<file path="config.mk">
export PLATFORM = sky130hd
export DESIGN_NAME = dtp_debug_test_port
export DESIGN_NICKNAME = d
export VERILOG_FILES = /design/src/dtp_debug_test_port.v
export VERILOG_INCLUDE_DIRS = /design/src /design/src/src
export SDC_FILE = /design/constraint.sdc
export NUM_CORES = 1
export LEC_CHECK = 0
export ABC_AREA = 1
export BUFFER_PORTS_ARGS = -buffer_cell sky130_fd_sc_hd__buf_2
export CAP_MARGIN = 5
export CORE_MARGIN = 3
export CORE_UTILIZATION = 64
export CTS_CLUSTER_SIZE = 8
export DETAILED_ROUTE_END_ITERATION = 7
export GPL_TIMING_DRIVEN = 0
export PLACE_DENSITY = 0.94
export SYNTH_ARGS = -nofsm -noshare
export SYNTH_HDL_FRONTEND = slang
export SYNTH_SLANG_ARGS = --single-unit
</file>
<file path="constraint.sdc">
create_clock -name ref_clk -period 3.4 [get_ports ref_clk]
set_input_delay 0.17 -clock ref_clk [delete_from_list [all_inputs] [get_ports ref_clk]]
set_output_delay 0.17 -clock ref_clk [all_outputs]
set_load 0.02 [all_outputs]
</file>
<file path="src/dtp_defs.vh">
`ifndef DTP_DEFS_VH
`define DTP_DEFS_VH
// tap states
`define DTP_ST_RESET      4'h0
`define DTP_ST_IDLE       4'h1
`define DTP_ST_SEL_DR     4'h2
`define DTP_ST_CAP_DR     4'h3
`define DTP_ST_SHIFT_DR   4'h4
`define DTP_ST_EXIT1_DR   4'h5
`define DTP_ST_PAUSE_DR   4'h6
`define DTP_ST_EXIT2_DR   4'h7
`define DTP_ST_UPD_DR     4'h8
`define DTP_ST_SEL_IR     4'h9
`define DTP_ST_CAP_IR     4'ha
`define DTP_ST_SHIFT_IR   4'hb
`define DTP_ST_EXIT1_IR   4'hc
`define DTP_ST_PAUSE_IR   4'hd
`define DTP_ST_EXIT2_IR   4'he
`define DTP_ST_UPD_IR     4'hf
// opcodes
`define DTP_OP_EXTEST     5'h00
`define DTP_OP_CHAIN_SEL  5'h02
`define DTP_OP_RESTART    5'h04
`define DTP_OP_HALT       5'h08
`define DTP_OP_INTEST     5'h0c
`define DTP_OP_SHORTCUT   5'h1d
`define DTP_OP_IDCODE     5'h1e
`define DTP_OP_BYPASS     5'h1f
// capture patterns and reset values
`define DTP_IR_CAPTURE    5'h01
`define DTP_CS_CAPTURE    5'h10
`define DTP_CS_RESET      5'h03
`define DTP_CS_TRANSFER   5'h04
`define DTP_ID_DEFAULT    32'h00000001
`endif

</file>
<file path="src/dtp_debug_test_port.v">
`timescale 1ns/1ps
`default_nettype none
`include "dtp_defs.vh"
module dtp_debug_test_port #(
   parameter [31:0] ID_CODE = `DTP_ID_DEFAULT // arbitrary value
) (
   input  wire        ref_clk,
   input  wire        reset,
   input  wire        tck,
   input  wire        tms,
   input  wire        cpu_serial_in,
   input  wire        test_reset_n,
   input  wire        chain_serial_out,
   output reg         serial_out,
   output reg         serial_out_en,
   output reg  [4:0]  active_chain,
   output reg         chain_capture,
   output reg         chain_shift,
   output reg         chain_update,
   output reg         chain_read_mode,
   output reg         chain_serial_in,
   output reg         halt_request,
   output reg         restart_request
);
   // ***********************************************************
   // pin synchronisers
   // ***********************************************************
   reg  [1:0] tck_sync;
   reg  [1:0] tms_sync;
   reg  [1:0] tdi_sync;
   reg  [1:0] trst_sync;
   reg        tck_last;
   wire       tck_rise = tck_sync[1] & ~tck_last;
   wire       tck_fall = ~tck_sync[1] & tck_last;
   wire       trst_n   = trst_sync[1];
   always @(posedge ref_clk or posedge reset) begin
      if (reset) begin
         tck_sync  <= 2'h0;
         tms_sync  <= 2'h3;
         tdi_sync  <= 2'h0;
         trst_sync <= 2'h0;
         tck_last  <= 1'b0;
      end else begin
         tck_sync  <= {tck_sync[0], tck};
         tms_sync  <= {tms_sync[0], tms};
         tdi_sync  <= {tdi_sync[0], cpu_serial_in};
         trst_sync <= {trst_sync[0], test_reset_n};
         tck_last  <= tck_sync[1];
      end
   end
   // ***********************************************************
   // test port state machine
   // ***********************************************************
   reg  [3:0] state;
   reg  [3:0] next_state;
   wire       t = tms_sync[1];
   always @* begin
      case (state)
         `DTP_ST_RESET:    next_state = t ? `DTP_ST_RESET   : `DTP_ST_IDLE;
         `DTP_ST_IDLE:     next_state = t ? `DTP_ST_SEL_DR  : `DTP_ST_IDLE;
         `DTP_ST_SEL_DR:   next_state = t ? `DTP_ST_SEL_IR  : `DTP_ST_CAP_DR;
         `DTP_ST_CAP_DR:   next_state = t ? `DTP_ST_EXIT1_DR : `DTP_ST_SHIFT_DR;
         `DTP_ST_SHIFT_DR: next_state = t ? `DTP_ST_EXIT1_DR : `DTP_ST_SHIFT_DR;
         `DTP_ST_EXIT1_DR: next_state = t ? `DTP_ST_UPD_DR  : `DTP_ST_PAUSE_DR;
         `DTP_ST_PAUSE_DR: next_state = t ? `DTP_ST_EXIT2_DR : `DTP_ST_PAUSE_DR;
         `DTP_ST_EXIT2_DR: next_state = t ? `DTP_ST_UPD_DR  : `DTP_ST_SHIFT_DR;
         `DTP_ST_UPD_DR:   next_state = t ? `DTP_ST_SEL_DR  : `DTP_ST_IDLE;
         `DTP_ST_SEL_IR:   next_state = t ? `DTP_ST_RESET   : `DTP_ST_CAP_IR;
         `DTP_ST_CAP_IR:   next_state = t ? `DTP_ST_EXIT1_IR : `DTP_ST_SHIFT_IR;
         `DTP_ST_SHIFT_IR: next_state = t ? `DTP_ST_EXIT1_IR : `DTP_ST_SHIFT_IR;
         `DTP_ST_EXIT1_IR: next_state = t ? `DTP_ST_UPD_IR  : `DTP_ST_PAUSE_IR;
         `DTP_ST_PAUSE_IR: next_state = t ? `DTP_ST_EXIT2_IR : `DTP_ST_PAUSE_IR;
         `DTP_ST_EXIT2_IR: next_state = t ? `DTP_ST_UPD_IR  : `DTP_ST_SHIFT_IR;
         `DTP_ST_UPD_IR:   next_state = t ? `DTP_ST_SEL_DR  : `DTP_ST_IDLE;
         default:          next_state = `DTP_ST_RESET;
      endcase
   end
   // ***********************************************************
   // state strobes at the synced tck rise
   // ***********************************************************
   // a low test reset forces state, instruction, active chain and requests to reset values; shift registers and serial_out keep theirs
   wire       rise_ok     = tck_rise & trst_n;
   wire       tap_reset   = ~trst_n | (state == `DTP_ST_RESET);
   wire       at_cap_ir   = rise_ok & (state == `DTP_ST_CAP_IR);
   wire       at_shift_ir = rise_ok & (state == `DTP_ST_SHIFT_IR);
   wire       at_upd_ir   = rise_ok & (state == `DTP_ST_UPD_IR);
   wire       at_cap_dr   = rise_ok & (state == `DTP_ST_CAP_DR);
   wire       at_shift_dr = rise_ok & (state == `DTP_ST_SHIFT_DR);
   wire       at_upd_dr   = rise_ok & (state == `DTP_ST_UPD_DR);
   // entering run-test/idle from any other state
   wire       enter_idle  = rise_ok & (next_state == `DTP_ST_IDLE) &
                            (state != `DTP_ST_IDLE);
   wire       in_shift_dr = (state == `DTP_ST_SHIFT_DR);
   wire       in_shift_ir = (state == `DTP_ST_SHIFT_IR);
   wire       tdi         = tdi_sync[1];

   // ***********************************************************
   // state register
   // ***********************************************************
   always @(posedge ref_clk or posedge reset) begin
      if (reset) begin
         state <= `DTP_ST_RESET;
      end else if (!trst_n) begin
         state <= `DTP_ST_RESET;
      end else if (tck_rise) begin
         state <= next_state;
      end
   end

   // ***********************************************************
   // instruction register
   // ***********************************************************
   reg  [4:0] instruction_holding;
   reg  [4:0] ir_shift;
   always @(posedge ref_clk or posedge reset) begin
      if (reset) begin
         ir_shift            <= 5'h00;
         instruction_holding <= `DTP_OP_IDCODE;
      end else if (tap_reset) begin
         instruction_holding <= `DTP_OP_IDCODE;
      end else if (at_cap_ir) begin
         ir_shift <= `DTP_IR_CAPTURE;
      end else if (at_shift_ir) begin
         ir_shift <= {tdi, ir_shift[4:1]};
      end else if (at_upd_ir) begin
         instruction_holding <= ir_shift;
      end
   end

   // ***********************************************************
   // instruction decode
   // ***********************************************************
   wire sel_extest = (instruction_holding == `DTP_OP_EXTEST);
   wire is_intest  = (instruction_holding == `DTP_OP_INTEST);
   // shortcut behaves as extest on the transfer chain
   wire sel_short  = (instruction_holding == `DTP_OP_SHORTCUT);
   wire sel_chain  = sel_extest | is_intest | sel_short;
   wire sel_cs     = (instruction_holding == `DTP_OP_CHAIN_SEL);
   wire sel_id     = (instruction_holding == `DTP_OP_IDCODE);
   // everything else, including sample/clamp/highz codes, is bypass
   wire sel_bypass = ~(sel_chain | sel_cs | sel_id);

   // ***********************************************************
   // chain select register
   // ***********************************************************
   reg  [4:0] cs_shift;
   // the shortcut opcode moves the chain already at update-ir
   always @(posedge ref_clk or posedge reset) begin
      if (reset) begin
         cs_shift     <= 5'h00;
         active_chain <= `DTP_CS_RESET;
      end else if (tap_reset) begin
         active_chain <= `DTP_CS_RESET;
      end else if (at_cap_dr) begin
         cs_shift <= `DTP_CS_CAPTURE;
      end else if (at_shift_dr) begin
         cs_shift <= {tdi, cs_shift[4:1]};
      end else if (at_upd_ir) begin
         if (ir_shift == `DTP_OP_SHORTCUT) begin
            active_chain <= `DTP_CS_TRANSFER;
         end
      end else if (at_upd_dr) begin
         if (sel_cs) begin
            active_chain <= cs_shift;
         end
      end
   end

   // ***********************************************************
   // identification and bypass registers
   // ***********************************************************
   reg  [31:0] id_shift;
   reg         bypass_bit;
   always @(posedge ref_clk or posedge reset) begin
      if (reset) begin
         id_shift   <= 32'h00000000;
         bypass_bit <= 1'b0;
      end else if (at_cap_dr) begin
         id_shift   <= ID_CODE;
         bypass_bit <= 1'b0;
      end else if (at_shift_dr) begin
         id_shift <= {tdi, id_shift[31:1]};
         if (sel_bypass) begin
            bypass_bit <= tdi;
         end
      end
   end

   // ***********************************************************
   // data register tail
   // ***********************************************************
   reg  dr_tail;
   always @* begin
      if (sel_chain) begin
         dr_tail = chain_serial_out;
      end else if (sel_cs) begin
         dr_tail = cs_shift[0];
      end else if (sel_id) begin
         dr_tail = id_shift[0];
      end else begin
         dr_tail = bypass_bit;
      end
   end

   // ***********************************************************
   // halt and restart requests to the core
   // ***********************************************************
   reg  halt_pending;
   reg  restart_pending;
   // an opcode latched on the very rise that enters idle is issued at once
   wire halt_now    = at_upd_ir ? (ir_shift == `DTP_OP_HALT) : halt_pending;
   wire restart_now = at_upd_ir ? (ir_shift == `DTP_OP_RESTART) : restart_pending;
   always @(posedge ref_clk or posedge reset) begin
      if (reset) begin
         halt_pending    <= 1'b0;
         restart_pending <= 1'b0;
         halt_request    <= 1'b0;
         restart_request <= 1'b0;
      end else if (tap_reset) begin
         halt_pending    <= 1'b0;
         restart_pending <= 1'b0;
         halt_request    <= 1'b0;
         restart_request <= 1'b0;
      end else if (enter_idle) begin
         halt_pending    <= 1'b0;
         restart_pending <= 1'b0;
         halt_request    <= halt_now;
         restart_request <= restart_now;
      end else begin
         halt_request    <= 1'b0;
         restart_request <= 1'b0;
         if (at_upd_ir) begin
            halt_pending    <= (ir_shift == `DTP_OP_HALT);
            restart_pending <= (ir_shift == `DTP_OP_RESTART);
         end
      end
   end

   // ***********************************************************
   // scan chain strobes
   // ***********************************************************
   // strobes are one ref_clk wide; the chains count them
   always @(posedge ref_clk or posedge reset) begin
      if (reset) begin
         chain_capture   <= 1'b0;
         chain_shift     <= 1'b0;
         chain_update    <= 1'b0;
         chain_read_mode <= 1'b0;
         chain_serial_in <= 1'b0;
      end else begin
         chain_capture   <= at_cap_dr & sel_chain;
         chain_shift     <= at_shift_dr & sel_chain;
         chain_update    <= at_upd_dr & sel_chain & ~is_intest;
         chain_read_mode <= is_intest & ~tap_reset;
         if (at_shift_dr) begin
            chain_serial_in <= tdi;
         end
      end
   end

   // ***********************************************************
   // serial output on tck fall
   // ***********************************************************
   // moves on the fall so the probe finds it stable at the rise
   always @(posedge ref_clk or posedge reset) begin
      if (reset) begin
         serial_out    <= 1'b0;
         serial_out_en <= 1'b0;
      end else if (!trst_n) begin
         serial_out_en <= 1'b0;
      end else if (tck_fall) begin
         serial_out    <= in_shift_ir ? ir_shift[0] : dr_tail;
         serial_out_en <= in_shift_ir | in_shift_dr;
      end
   end
endmodule // dtp_debug_test_port
`default_nettype wire

</file>
# ---- Word-level counts from Yosys, hierarchy flattened
# Cells that the tools add are included.
dict set report totals {
  regBits 77
  input_bits 7
  out_inout_bits 14
  wordCells 149
}
dict set report op_classes {
  eq_ne 32
  n_mux 51
  bitwise_logic 27
  n_reduce_logical 16
}
# cell count
set ops {}
lappend ops {{$mux 5} 15}
lappend ops {{$mux 32} 2}
lappend ops {{$pmux 4 s12} 1}
lappend ops {{$eq 4x4->1 const B} 8}
lappend ops {{$mux 4} 6}
lappend ops {{$mux 1} 22}
lappend ops {{$and 1x1->1} 16}
lappend ops {{$eq 4x3->1 const B} 4}
lappend ops {{$eq 5x5->1 const B} 3}
lappend ops {{$eq 5x4->1 const B} 2}
lappend ops {{$ne 2x2->1 const B} 5}
lappend ops {{$eq 4x1->1 const B} 2}
lappend ops {{$eq 4x2->1 const B} 2}
lappend ops {{$reduce_and 2->1} 4}
lappend ops {{$mux 2} 3}
lappend ops {{$mux 3} 2}
lappend ops {{$or 1x1->1} 6}
lappend ops {{$reduce_bool 2->1} 3}
lappend ops {{$reduce_bool 3->1} 2}
lappend ops {{$eq 5x2->1 const B} 1}
lappend ops {{$eq 5x3->1 const B} 1}
lappend ops {{$logic_not 5->1} 1}
lappend ops {{$not 1->1} 5}
lappend ops {{$reduce_and 5->1} 1}
lappend ops {{other kinds (7)} 9}

# ---- Longest topological paths before layout
dict set report logic_depth {
  word_depth 9
  ltp_mapped 11
  mapped_depth_nobuf 10
}

# ---- Worst setup path before layout
# OpenSTA, ideal clock, no wires.
dict set report synth_timing {
  path_type {register to register}
  from {reg state[2]}
  to {reg id_shift[20]}
  setup_time_ns 0.133
  t_arrival_ns 1.297
  t_required_ns 3.267
  slack_ns 1.970
  stages_incl_launch_ff 8
  n_path_buf 1
  synth_period_minus_slack_ns 1.430
  path_cell_list {dfrtp_1 -> nor2_1 -> nand2_2 -> nor2_4 -> inv_2 -> nand2_2 -> buf_4 -> o22ai_1}
}
dict set report synth_between {
  elab_chain_len 3
  elab_cells_between_ends 6
  classes_between {2 x eq/ne; 1 x mux; 2 x bitwise; 1 x reduce/logical}
}
# element line
set synth_lines {}
lappend synth_lines {{from (decl)} dtp_debug_test_port.v:54} ;# reg [3:0] state;
lappend synth_lines {{from (signal assigned)} dtp_debug_test_port.v:102} ;# state <= `DTP_ST_RESET;
lappend synth_lines {{from (signal assigned)} dtp_debug_test_port.v:104} ;# state <= `DTP_ST_RESET;
lappend synth_lines {{from (signal assigned)} dtp_debug_test_port.v:106} ;# state <= next_state;
lappend synth_lines {{$eq 4x2->1 / $eq 4x3->1 (equally long branches)} -}
lappend synth_lines {{$and 1x1->1 (on tied branches)} {dtp_debug_test_port.v:87, dtp_debug_test_port.v:88}}
lappend synth_lines {{$mux 32 / $reduce_bool 2->1 (equally long branches)} -}
lappend synth_lines {{to (signal assigned)} dtp_debug_test_port.v:182} ;# id_shift <= {tdi, id_shift[31:1]};
lappend synth_lines {{to (decl)} dtp_debug_test_port.v:172} ;# reg [31:0] id_shift;
# Several ways; a longest one is shown, not always the timed one.
# A chain may end at the register's enable or synchronous reset.

# ---- Final worst setup path
dict set report layout_timing {
  from {reg state[2]}
  to {reg id_shift[21]}
}
# Same word-level chain as after synthesis.

==> results by group <==
CTS
  • Clock sinks: 77
  • Root Buffer: clkbuf_8
  • Post_cts resized: 0
  • Clk_lat worst skew: 350 ps
  • Clk buf depth: 2
  • Total CTS buffers: 9
  • CTS tree: built
  • H-Tree Depth: 3
  • Clock transition at path regs: 80 ps

Finish
  • Fin nets: 397
  • Fillers: 316
  • Antenna fix cells: 0
  • Layout cell share with drive strength beyond 1: 20.0%
  • Most common cell after layout, fill and taps aside: dfrtp_1
  • Commonest non-fill, non-tap cells in the layout: 69 x dfrtp_1, 58 x inv_1, 56 x nand2_1
  • Area Overhead vs Synth: 14.4%

Placed design
  • IO buf count: 20
  • GP Congestion: 0.897
  • HPWL Detailed: 4410 um

Worst setup path
  • Slowest-stage cell, CP: dfrtp_1
  • Critical R2R Launch: state[2]
  • CP Capture Type: register
  • WP buf/inv: 2
  • WP data arrival: 2050 ps
  • Worst-path cell chain: nor2_1 -> nand2_2 -> nor2_4 -> inv_2 -> nand2_2 -> buf_4 -> o22ai_1
  • Critical R2R Capture: id_shift[21]
  • Worst path depth: 7
  • R2r setup slk: 1560 ps
  • Crit path kind: reg2reg
  • Startpoint Class: register
  • Crit path max-delay family: simple AND/OR/NAND/NOR gates
  • Worst reg2reg path depth: 7
  • Required time worst endpoint: 3610 ps
  • Slowest stage delay, CP: 450 ps
  • Crit Path Max Fanout: 10
  • Cell mode on critical path: nand2_2

Logic synthesis
  • Cell count after synthesis: 355
  • Synthesized net count: 362
  • Ys Warns: 0
  • Post-synth top flop: dfrtp_1
  • Sequential area share after synthesis: 58.0%
  • #FFs+latches synth: 77
  • Synth unique cells: 32
  • Mapped Area: 0.00334 sq mm
  • Async set or reset register ratio after synthesis: 100%
  • Mapped Avg Cell Area: 9.41 sq um
  • EDFF count, synth: 0

Outcome
  • Outcome: completed

Route
  • Routed vias: 2618
  • DR WL/cell: 14.6 um
  • Detailed-router iteration count before antenna repair: 5
  • Drt total wl: 6740 um
  • Initial drt markers: 355
  • Detail Route Antenna Nets: 0
  • Drt drc: 0
  • Vias per Instance: 5.67

Timing
  • Final Hold Viols: 0
  • Skew final: 15.5 ps
  • Crit share post-route: 54.1%
  • Final Max Tran Viols: 0
  • Fin crit period: 1840 ps
  • RSZ-0062 raised after global routing: no
  • Max_slew headroom: 40.7%
  • Max Clk Rate: 0.544 GHz
  • Final setup TNS: 0 ps
  • Final setup violation count: 0
  • Worst slew pin tran: 890 ps

Global route
  • Vias in the first global route: 2579
  • Largest net degree at the start of global routing: 78
  • First-pass GRT wire length: 11700 um
  • Tot GR Track Use: 24.6%
  • Total gr overflow: 0
  • Initial antenna violation count: 0

Power
  • PD cells: 490 mW/mm^2
  • VDD IR max: 0.449 mV
  • Total Power: 1.87 mW
  • Leakage: 1.89 nW

Floorplan
  • Die H: 78.3 um
  • Core ar.: 0.00488 sq mm
  • DIE AREA: 0.00612 sq mm
  • Starting Density: 68.5%
  • Die Span X: 78.3 um
  • Io pins: 21
  • FP Rows: 25

Worst hold path
  • Worst Hold Class: in2async

Run
  • Max-cap violations: 0
-- through the flow --
step / worst slack, ps / instances / hold WS, ps / area, sq um / util, %
2_1_floorplan: 1280 / 355 / 174 / 3340 / -
3_3_place_gp: 553 / 442 / 276 / 3530 / 72.3
3_5_place_dp: 1650 / 442 / 277 / 3530 / 72.3
4_1_cts: 1600 / 462 / 47.6 / 3820 / 78.3
5_1_grt: 1450 / 462 / 84.6 / 3820 / 78.3
6_report: 1560 / 462 / 6.64 / 3820 / 78.3
-- worst max-delay path by stage --
stage | endpoint | from
CTS | id_shift[9] | state[2]
finish | id_shift[21] | state[2]
global placement | id_shift[6] | reset
floorplan | active_chain[2] | reset
global route | id_shift[21] | state[2]
detailed placement | id_shift[9] | state[2]
-- per-layer routing --
layer,vias up,part of all wire (%),global-route usage [%]
li1,1228,-,-
met1,1240,43,32.8
met2,132,48,38.9
met3,18,7.0,6.19
met4,0,2.1,10.1
met5,-,0,0
-- power by group --
group / total [mW] / internal [mW] / switching (mW) / leakage (nW)
clock: 0.867 / 0.514 / 0.353 / 0.127
combinational: 0.0704 / 0.0199 / 0.0505 / 0.736
sequential: 0.938 / 0.929 / 0.00841 / 1.03
-- synthesized netlist by cell type, drive strengths merged (2+ instances only) --
master / count / area, sq um
a31oi: 2 / 12.5
nand2: 63 / 254
a21oi: 13 / 65.1
o22ai: 34 / 213
a32oi: 2 / 17.5
dfrtp: 69 / 1730
nor2: 31 / 175
dfstp: 8 / 210
nand3: 24 / 133
nor3: 3 / 15.0
o211ai: 2 / 15.0
o21ai: 20 / 115
buf: 8 / 71.3
inv: 67 / 254
o21bai: 3 / 22.5
-- worst reg2reg max path, delay by kind of cell, from the launching register on --
family                 cells  cell delay (ps)
AOI/OAI and AO/OA          1               90
buffers and inverters      2              310
DFF                        1              450
and+or+nand+nor            4              860
-- flip-flops by register name (all words and copies together), names as in the netlist, 2 cells and up --
signal,cells
id_shift,32
tms_sync,2
tck_sync,2
cs_shift,5
active_chain,5
state,4
instruction_holding,5
ir_shift,5
tdi_sync,2
trst_sync,2
-- layout make-up --
cell class,instances,area [sq um],area share [%]
clock inverter,6,116,3.04
timing repair buffer,24,140,3.67
tap,67,83.8,2.19
sequential,77,1940,50.7
buffer,9,75.1,1.96
inverter,67,256,6.71
clock buffer,10,138,3.60
multi-input combinational,202,1080,28.2
-- kinds of logic (layout without fill, tap and decap cells) --
logic type	Yosys count	in the layout	synth area share, %
DFF	77	77	58.0
and+or+nand+nor	123	123	17.7
AOI/OAI and AO/OA	79	79	14.5
buffers and inverters	76	116	9.85
-- timing repair --
item	CTS	global route
hold buffers	4	0
buffers inserted	0	0
hold endpoints to repair	4	0
Note: power is estimated with default switching activity, not from simulation.
